## src/inc/spmi_pkg.sv

```systemverilog
// constants and state type of the switch port media interface
package spmi_pkg;
    // port modes and speeds
    localparam logic [1:0] MODE_MII = 2'h0;
    localparam logic [1:0] MODE_RMII = 2'h1;
    localparam logic [1:0] MODE_RGMII = 2'h2;
    localparam logic [1:0] SPD_10 = 2'h0;
    localparam logic [1:0] SPD_100 = 2'h1;
    localparam logic [1:0] SPD_1000 = 2'h2;
    // system clock and the link clock this block generates itself
    localparam int CLK_PERIOD_NS = 50;
    localparam int LINK_PERIOD_NS = 400;
    localparam int HALF_CYC = LINK_PERIOD_NS / (2 * CLK_PERIOD_NS);
    localparam logic [2:0] HALF_LAST = 3'(HALF_CYC - 1);
    // rmii at 10 Mbit/s repeats every dibit this many reference clocks
    localparam int RMII_REP = 10;
    localparam logic [3:0] REP_LAST = 4'(RMII_REP - 1);
    // symbols per byte, minus one, and the buffer full count
    localparam logic [1:0] NIB_LAST = 2'h1;
    localparam logic [1:0] DIB_LAST = 2'h3;
    localparam logic [1:0] BUF_FULL = 2'h2;

    typedef struct packed {
        logic [1:0] mode;
        logic phy;
        logic [1:0] spd;
        logic dly;
        logic refout;
        logic an;
        logic [1:0] sgspd;
        logic [2:0] tcs;
        logic [2:0] rcs;
        logic [3:0] rd1;
        logic [3:0] rd2;
        logic dv1;
        logic dv2;
        logic er1;
        logic er2;
        logic [2:0] div;
        logic gclk;
        logic gclk_d;
        logic [3:0] txd;
        logic ten;
        logic ter;
        logic tact;
        logic tbe;
        logic tco;
        logic tcoe;
        logic rco;
        logic rcoe;
        logic [7:0] tsh;
        logic [1:0] tph;
        logic [3:0] trep;
        logic [1:0][7:0] bd;
        logic [1:0] be;
        logic wp;
        logic rp;
        logic [1:0] cnt;
        logic rdy;
        logic [7:0] rsh;
        logic [1:0] rph;
        logic rerr;
        logic ract;
        logic rctl;
        logic [3:0] rrep;
        logic [7:0] rdat;
        logic rval;
        logic rer;
        logic idl;
    } spmi_st_t;

    // reset image: idle reads high; with no frame active the settings latch at the first edge after release
    localparam spmi_st_t ST_RST = '{idl: 1'b1, default: '0};
endpackage

```

## src/verilog/spmi_port.sv

```systemverilog
// per-port media interface: mii, rmii and rgmii pin mux with a byte stream user side
`timescale 1ns/1ps
module spmi_port
    import spmi_pkg::*;
(
    input wire logic clk_i, // 20 MHz system clock
    input wire logic srst_i, // synchronous reset, high
    input wire logic ce_i, // clock enable, low freezes all
    input wire logic [1:0] cfg_mode_i, // mii, rmii or rgmii
    input wire logic cfg_phy_role_i, // 1: act as phy toward a mac
    input wire logic [1:0] cfg_speed_i, // 10, 100 or 1000
    input wire logic cfg_rgmii_dly_i, // rgmii internal clock delay
    input wire logic cfg_refclk_out_i, // rmii: drive reference clock
    input wire logic cfg_sgmii_an_i, // serial port auto-negotiation
    input wire logic [1:0] cfg_sgmii_speed_i, // serial port forced speed
    input wire logic [7:0] tx_data_i, // byte to send
    input wire logic tx_err_i, // byte carries a send error
    input wire logic tx_valid_i, // byte offered
    output logic tx_ready_o, // buffer has room
    output logic [7:0] rx_data_o, // received byte
    output logic rx_err_o, // received byte errored
    output logic rx_valid_o, // one-cycle receive strobe
    input wire logic txclk_i, // tx_clk, ref_clk or txc pin in
    output logic txclk_o, // same pin out
    output logic txclk_oe_o, // same pin driven
    input wire logic rxclk_i, // rx_clk or rxc pin in
    output logic rxclk_o, // same pin out
    output logic rxclk_oe_o, // same pin driven
    output logic [3:0] txd_o, // transmit data pins
    output logic tx_en_o, // tx_en or tx_ctl
    output logic tx_er_o, // tx_er, low in rgmii
    input wire logic [3:0] rxd_i, // receive data pins
    input wire logic rx_dv_i, // rx_dv, crs_dv or rx_ctl
    input wire logic rx_er_i, // rx_er
    output logic sgmii_an_o, // serial port auto-negotiation on
    output logic [1:0] sgmii_speed_o, // serial port forced speed
    output logic idle_o // no frame in either direction
);
    spmi_st_t st;
    spmi_st_t nx;
    logic idle, is_rmii, is_rg, ddr, rmii10, drv_t, drv_r;
    logic g_rise, g_fall, t_rise, t_fall, r_rise, r_fall;
    logic launch, push, pop, er_eff, err_n;
    logic [1:0] n_last;
    logic [7:0] byte_u, rsh_n;

    // which clock pins this end drives
    function automatic logic f_drv_t(logic [1:0] m, logic p, logic r);
        f_drv_t = (m == MODE_MII && p) || (m == MODE_RMII && r) || (m == MODE_RGMII && !p);
    endfunction
    function automatic logic f_drv_r(logic [1:0] m, logic p);
        f_drv_r = (m == MODE_MII || m == MODE_RGMII) && p;
    endfunction

    always_comb
    begin
        nx = st;
        rsh_n = '0;
        err_n = 1'b0;
        byte_u = '0;
        pop = 1'b0;
        idle = !st.tact && st.tph == 2'h0 && !st.ract;
        is_rmii = st.mode == MODE_RMII;
        is_rg = st.mode == MODE_RGMII;
        ddr = is_rg && st.spd == SPD_1000;
        rmii10 = is_rmii && st.spd == SPD_10;
        n_last = is_rmii ? DIB_LAST : NIB_LAST;
        drv_t = f_drv_t(st.mode, st.phy, st.refout);
        drv_r = f_drv_r(st.mode, st.phy);
        // ****************************************
        // pin synchronisers
        // ****************************************
        nx.tcs = {st.tcs[1:0], txclk_i};
        nx.rcs = {st.rcs[1:0], rxclk_i};
        nx.rd1 = rxd_i;
        nx.rd2 = st.rd1;
        nx.dv1 = rx_dv_i;
        nx.dv2 = st.dv1;
        nx.er1 = rx_er_i;
        nx.er2 = st.er1;
        // ****************************************
        // settings, taken only between frames
        // ****************************************
        if (idle)
        begin
            nx.mode = cfg_mode_i;
            nx.phy = cfg_phy_role_i;
            nx.spd = cfg_speed_i;
            nx.dly = cfg_rgmii_dly_i;
            nx.refout = cfg_refclk_out_i;
            nx.an = cfg_sgmii_an_i;
            nx.sgspd = cfg_sgmii_speed_i;
        end
        // ****************************************
        // clock generation and edge detection
        // ****************************************
        g_rise = st.div == HALF_LAST && !st.gclk;
        g_fall = st.div == HALF_LAST && st.gclk;
        nx.div = (st.div == HALF_LAST) ? 3'h0 : st.div + 3'h1;
        if (st.div == HALF_LAST)
            nx.gclk = !st.gclk;
        nx.gclk_d = st.gclk;
        // the delayed copy lags the plain clock by one system cycle; coarse but keeps setup margin
        nx.tco = (is_rg && st.dly) ? st.gclk_d : st.gclk;
        nx.rco = nx.tco;
        nx.tcoe = f_drv_t(nx.mode, nx.phy, nx.refout);
        nx.rcoe = f_drv_r(nx.mode, nx.phy);
        t_rise = drv_t ? g_rise : (st.tcs[1] && !st.tcs[2]);
        t_fall = drv_t ? g_fall : (!st.tcs[1] && st.tcs[2]);
        // rmii has one shared reference on the transmit clock pin
        r_rise = is_rmii ? t_rise : (drv_r ? g_rise : (st.rcs[1] && !st.rcs[2]));
        r_fall = is_rmii ? t_fall : (drv_r ? g_fall : (!st.rcs[1] && st.rcs[2]));
        // ****************************************
        // transmit: data launched away from the sampling edge
        // ****************************************
        launch = t_fall || (ddr && t_rise && st.tph != 2'h0);
        if (launch)
        begin
            if (st.trep != 4'h0)
                nx.trep = st.trep - 4'h1;
            else
            begin
                nx.trep = rmii10 ? REP_LAST : 4'h0;
                if (st.tph == 2'h0 && st.cnt == 2'h0)
                begin
                    nx.tact = 1'b0;
                    nx.tbe = 1'b0;
                    nx.txd = 4'h0;
                end
                else
                begin
                    byte_u = (st.tph == 2'h0) ? st.bd[st.rp] : st.tsh;
                    if (st.tph == 2'h0)
                    begin
                        nx.tbe = st.be[st.rp];
                        pop = 1'b1;
                    end
                    nx.tact = 1'b1;
                    nx.txd = is_rmii ? {2'h0, byte_u[1:0]} : byte_u[3:0];
                    nx.tsh = is_rmii ? {2'h0, byte_u[7:2]} : {4'h0, byte_u[7:4]};
                    nx.tph = (st.tph == n_last) ? 2'h0 : st.tph + 2'h1;
                end
                nx.ten = nx.tact;
            end
        end
        // rgmii control line carries enable xor error on the falling half
        if (is_rg && t_rise)
            nx.ten = nx.tact ^ nx.tbe;
        nx.ter = is_rg ? 1'b0 : nx.tbe;
        // ****************************************
        // two-entry transmit buffer
        // ****************************************
        push = tx_valid_i && st.rdy;
        if (push)
        begin
            nx.bd[st.wp] = tx_data_i;
            nx.be[st.wp] = tx_err_i;
            nx.wp = !st.wp;
        end
        if (pop)
            nx.rp = !st.rp;
        nx.cnt = st.cnt + {1'b0, push} - {1'b0, pop};
        nx.rdy = nx.cnt != BUF_FULL;
        // ****************************************
        // receive
        // ****************************************
        er_eff = is_rg ? 1'b0 : st.er2;
        nx.rval = 1'b0;
        if (r_rise)
        begin
            nx.rctl = st.dv2;
            if (!st.dv2)
            begin
                nx.ract = 1'b0;
                nx.rph = 2'h0;
                nx.rerr = 1'b0;
                nx.rrep = 4'h0;
            end
            else if (st.rrep != 4'h0)
                nx.rrep = st.rrep - 4'h1;
            else
            begin
                nx.ract = 1'b1;
                nx.rrep = rmii10 ? REP_LAST : 4'h0;
                if (ddr)
                    nx.rsh = {4'h0, st.rd2};
                else
                begin
                    rsh_n = is_rmii ? {st.rd2[1:0], st.rsh[7:2]} : {st.rd2, st.rsh[7:4]};
                    err_n = st.rerr || er_eff;
                    nx.rsh = rsh_n;
                    if (st.rph == n_last)
                    begin
                        nx.rdat = rsh_n;
                        nx.rer = err_n;
                        nx.rval = 1'b1;
                        nx.rph = 2'h0;
                        nx.rerr = 1'b0;
                    end
                    else
                    begin
                        nx.rph = st.rph + 2'h1;
                        nx.rerr = err_n;
                    end
                end
            end
        end
        if (r_fall && is_rg && st.ract)
        begin
            err_n = st.rerr || (st.dv2 ^ st.rctl);
            if (ddr)
            begin
                nx.rdat = {st.rd2, st.rsh[3:0]};
                nx.rer = err_n;
                nx.rval = 1'b1;
                nx.rerr = 1'b0;
            end
            else
                nx.rerr = err_n;
        end
        nx.idl = !nx.tact && nx.tph == 2'h0 && !nx.ract;
    end

    always_ff @(posedge clk_i)
    begin
        if (srst_i)
            st <= ST_RST;
        else if (ce_i)
            st <= nx;
    end

    assign tx_ready_o = st.rdy;
    assign rx_data_o = st.rdat;
    assign rx_err_o = st.rer;
    assign rx_valid_o = st.rval;
    assign txclk_o = st.tco;
    assign txclk_oe_o = st.tcoe;
    assign rxclk_o = st.rco;
    assign rxclk_oe_o = st.rcoe;
    assign txd_o = st.txd;
    assign tx_en_o = st.ten;
    assign tx_er_o = st.ter;
    assign sgmii_an_o = st.an;
    assign sgmii_speed_o = st.sgspd;
    assign idle_o = st.idl;
endmodule
```

## config.mk

```make
export PLATFORM = sky130hd
export DESIGN_NAME = spmi_port
export DESIGN_NICKNAME = d
export VERILOG_FILES = /design/src/inc/spmi_pkg.sv /design/src/verilog/spmi_port.sv
export SDC_FILE = /design/constraint.sdc
export NUM_CORES = 1
export LEC_CHECK = 0
export ABC_AREA = 0
export BUFFER_PORTS_ARGS = -buffer_cell sky130_fd_sc_hd__buf_2
export CAP_MARGIN = 10
export CORE_AREA = 4 4 113 115
export DETAILED_ROUTE_END_ITERATION = 7
export DIE_AREA = 0 0 117 119
export GPL_TIMING_DRIVEN = 0
export HOLD_SLACK_MARGIN = 0.12
export SYNTH_ARGS = -nofsm -noshare
export SYNTH_HDL_FRONTEND = slang
export SYNTH_SLANG_ARGS = --single-unit
export TNS_END_PERCENT = 30
```

## constraint.sdc

```tcl
create_clock -name clk_i -period 8.2 [get_ports clk_i]
set_clock_uncertainty 0.2 [all_clocks]
set_input_delay 1.23 -clock clk_i [delete_from_list [all_inputs] [get_ports clk_i]]
set_output_delay 1.23 -clock clk_i [all_outputs]
set_load 0.005 [all_outputs]
```

==> summary.txt <==
Status
  – Run status: finished clean

Route
  – DRC: 0
  – Initial DRC Count: 301
  – Wirelength, routed: 14,300 um
  – Pre-antenna DRT Iters: 5
  – Vias: 4,738
  – Via density: 5.55
  – Post-DRT Antenna Nets: 0
  – Drt wl/cell: 16.7 um

GRT
  – Grt ovf: 0
  – Vias in the first global route: 4,632
  – Initial antenna violation count: 0
  – Largest net degree at the start of global routing: 18
  – GRT Total Usage: a little over a fifth
  – First-pass GRT wire length: 23,200 um

Synthesis
  – Main synth FF type: dfxtp_1
  – FF+latch count, synth: 107
  – Post-Syn Area: 5380 sq um
  – Synth warn: 0
  – Sequential area share after synthesis: 39.8%
  – Syn nets: 674
  – Post-synth EDFFs: 0
  – Post-Syn Area per Cell: ~8.4 sq um
  – Post-synthesis async set-or-reset flop share: 0%
  – Post-synth cell types: 70
  – Syn Inst Count: 637

Timing
  – Final setup fails: 0
  – Period utilisation layout: 42.6%
  – Period minus WS final: 3.49 ns
  – RSZ-0062 raised after global routing: no
  – Final TNS setup: 0 ns
  – Max Clock Freq: 0.286 GHz
  – Final slew viol count: 0
  – Relative slew margins: 40.1%
  – Final hold vios: 0
  – Worst slew pin tran: 0.891 ns

Power
  – Peak VDD IR: 0.158 mV
  – Sequential Power Share: 49.8%
  – Leak: between 2 and 2.5 nW
  – Switch Pwr: 0.000275 W
  – Switch share: between 20 and 30%
  – Logic pwr share: 8.8%
  – Pwr/cell area: 177 nW/um^2
  – Clock power share: around two fifths
  – Internal: 0.000813 W

Layout
  – Filler cells: about 1,200
  – Antenna Cells: 0
  – Finished Layout Cells: around 850
  – Layout cells sized above 1: 17.8%
  – Multi-input gate area: between 2000 and 3000 sq um
  – Sequential cell area: ~2100 sq um
  – Synthesis-to-layout area growth: 14.2%
  – Layout Nets: 739

Critical path
  – CP max FO: 7
  – WP data required: 8.26 ns
  – Startpoint Class: flop
  – R2R depth: 13
  – Crit path DAT: 3.56 ns
  – R2r endpoint: tx_ready_o
  – Worst R2R Setup Slack: 4.71 ns
  – Crit Path Class: flop to flop
  – Reg2reg start: st[79]
  – Worst setup EP type: flop

Clocking
  – # Post-CTS Setup Buffers: 0
  – CTS sink count: 107
  – CTS root buf: clkbuf_16
  – Clk_lat worst skew: 0.36 ns
  – Clock slew at reported path FFs: 0.07 ns
  – Number of gates resized after cts: 0
  – Hold buffer count at CTS: 0
  – CTS tree: built
  – TritonCTS buffer count: 9
  – H-tree depth: 3
  – Clock buffer depth: 2

Worst hold path
  – Hold depth: 2
  – Hold endpoint: st[42]
  – Hold Startpoint: st[42]
  – Min-delay worst type: flop to flop

Floorplanning
  – DIE HEIGHT: approximately 120 um
  – FP Rows: 40
  – Core region area: 11,800 sq um
  – Die X: 117 um
  – DIE AREA: 13,900 sq um
  – Initial Util: 45.6%
  – IO Count: 56

Flow run
  – Max-cap violations: 0

Placement
  – GP Congestion: 0.864
  – Dpl hpwl: 10,400 um
  – Port-buffer cells: 54
  – Placed cell count: 838
## final cells by class
cell class                      instances  area share (%)
Multi-Input combinational cell        456            46.9
Tap cell                              147            2.99
Inverter                               21            1.28
Sequential cell                       107            34.9
Timing Repair Buffer                   54            4.40
Clock inverter                          6            1.04
Buffer                                 53            4.60
Clock buffer                           10            3.89
## logic make-up (layout without fill, tap and decap cells)
logic type      after synthesis  in the layout  synth area share (%)
compound gates              142            142                  18.0
buf+inv                      74            144                  6.72
fa+ha+maj                     6              6                  1.39
simple gates                241            241                  21.0
xor+xnor                     10             10                  1.63
flops                       107            107                  39.8
mux                          57             57                  11.4
## power groups by stage
stage | clock network (W) | registers, W | logic (W)
final | 0.000450 | 0.000542 | 0.0000955
after global routing | 0.000479 | 0.000544 | 0.000105
after CTS | 0.000459 | 0.000542 | 0.0000956
after detailed placement | 0 | 0.000554 | 0.0000951
after global placement | 0 | 0.000553 | 0.0000933
after floorplan | 0 | 0.000552 | 0.0000610
## how the worst max path moves through the flow
stage	startpoint	slack, ns	depth (start not counted)	to
2_1_floorplan	st[109]	5.24	13	tx_ready_o
3_3_place_gp	ce_i	4.66	6	st[50]
3_5_place_dp	ce_i	4.62	6	st[44]
4_1_cts	st[79]	4.75	13	tx_ready_o
5_1_grt	st[79]	4.52	13	tx_ready_o
6_report	st[79]	4.71	13	tx_ready_o
## stage by stage
| step | instance area [sq um] | hold WS (ns) | setup slack, ns | total power (W) | util, % |
|---|---|---|---|---|---|
| 2_1_floorplan | 5380 | 0.232 | 5.24 | 0.000613 | - |
| 3_3_place_gp | 5840 | 0.241 | 4.66 | 0.000647 | 49.4 |
| 3_5_place_dp | 5840 | 0.245 | 4.62 | 0.000649 | 49.5 |
| 4_1_cts | 6140 | 0.255 | 4.75 | 0.00110 | 52.0 |
| 5_1_grt | 6140 | 0.275 | 4.52 | 0.00113 | 52.0 |
| 6_report | 6140 | 0.252 | 4.71 | 0.00109 | 52.0 |
## flip-flops by register name, summed over array words and instances (netlist names), 2 cells and up
signal,flops
txd_o,4
st,72
nx,11
sgmii_speed_o,2
rx_data_o,8
## Yosys cell counts, drive strengths merged (4+ instances only)
| master | count | area (sq um) |
|---|---|---|
| a211o | 5 | 43.8 |
| a211oi | 9 | 90.1 |
| a21oi | 64 | 320 |
| a22oi | 10 | 75.1 |
| a31oi | 4 | 25.0 |
| and3 | 5 | 31.3 |
| buf | 25 | 178 |
| clkbuf | 28 | 105 |
| dfxtp | 107 | 2140 |
| ha | 6 | 75.1 |
| inv | 21 | 78.8 |
| mux2 | 13 | 173 |
| mux2i | 44 | 440 |
| nand2 | 93 | 349 |
| nand2b | 11 | 76.3 |
| nand3 | 7 | 35.0 |
| nor2 | 72 | 270 |
| nor2b | 7 | 43.8 |
| nor3 | 9 | 45.0 |
| nor4 | 4 | 25.0 |
| o21ai | 15 | 75.1 |
| o22ai | 8 | 93.8 |
| o31ai | 4 | 30.0 |
| or2 | 4 | 25.0 |
| or3 | 6 | 37.5 |
| or4 | 4 | 33.8 |
| xnor2 | 5 | 43.8 |
| xor2 | 5 | 43.8 |
## layout by cell type (no fill, tap or decap), types with 3 or more instances in the layout
cell       count
xor2_1         5
a211o_1        5
o21ai_1        4
nand4_1        3
a31oi_1        4
xnor2_1        5
mux2_4         7
nor2b_1        7
inv_1         19
ha_1           6
nand4b_1       3
a311oi_1       3
o31ai_1        4
a211oi_1       6
buf_4         17
or4_1          3
o22ai_2        7
nor3b_1        3
nor3_1         9
or3_1          6
buf_2         58
nand2_1       93
o21ai_0       11
dfxtp_1      107
mux2i_1       44
nand3_1        7
nand2b_1      10
and3_1         5
nor2_1        72
clkbuf_1      28
clkbuf_16      9
a22oi_1       10
nor4_1         3
a21oi_1       64
mux2_2         5
## critical path: stages, from the launching register on
cell      delay, ns
dfxtp_1        0.37
ha_1           0.25
nor2b_1        0.29
nand4_1        0.21
a31oi_1        0.56
or2_1          0.22
nor2b_1        0.17
ha_1           0.25
inv_1          0.05
ha_1           0.14
xor2_1         0.23
xnor2_1        0.15
nor2_1         0.06
a211oi_1       0.23
## routing by layer
metal | global-route usage, % | up-vias | wire (um)
li1 | - | 2346 | -
met1 | 26.9 | 2251 | 6390
met2 | 34.0 | 112 | 6770
met3 | 5.64 | 29 | 730
met4 | 7.67 | 0 | 375
met5 | 0 | - | 0
Note: power is estimated with default switching activity, not from simulation.
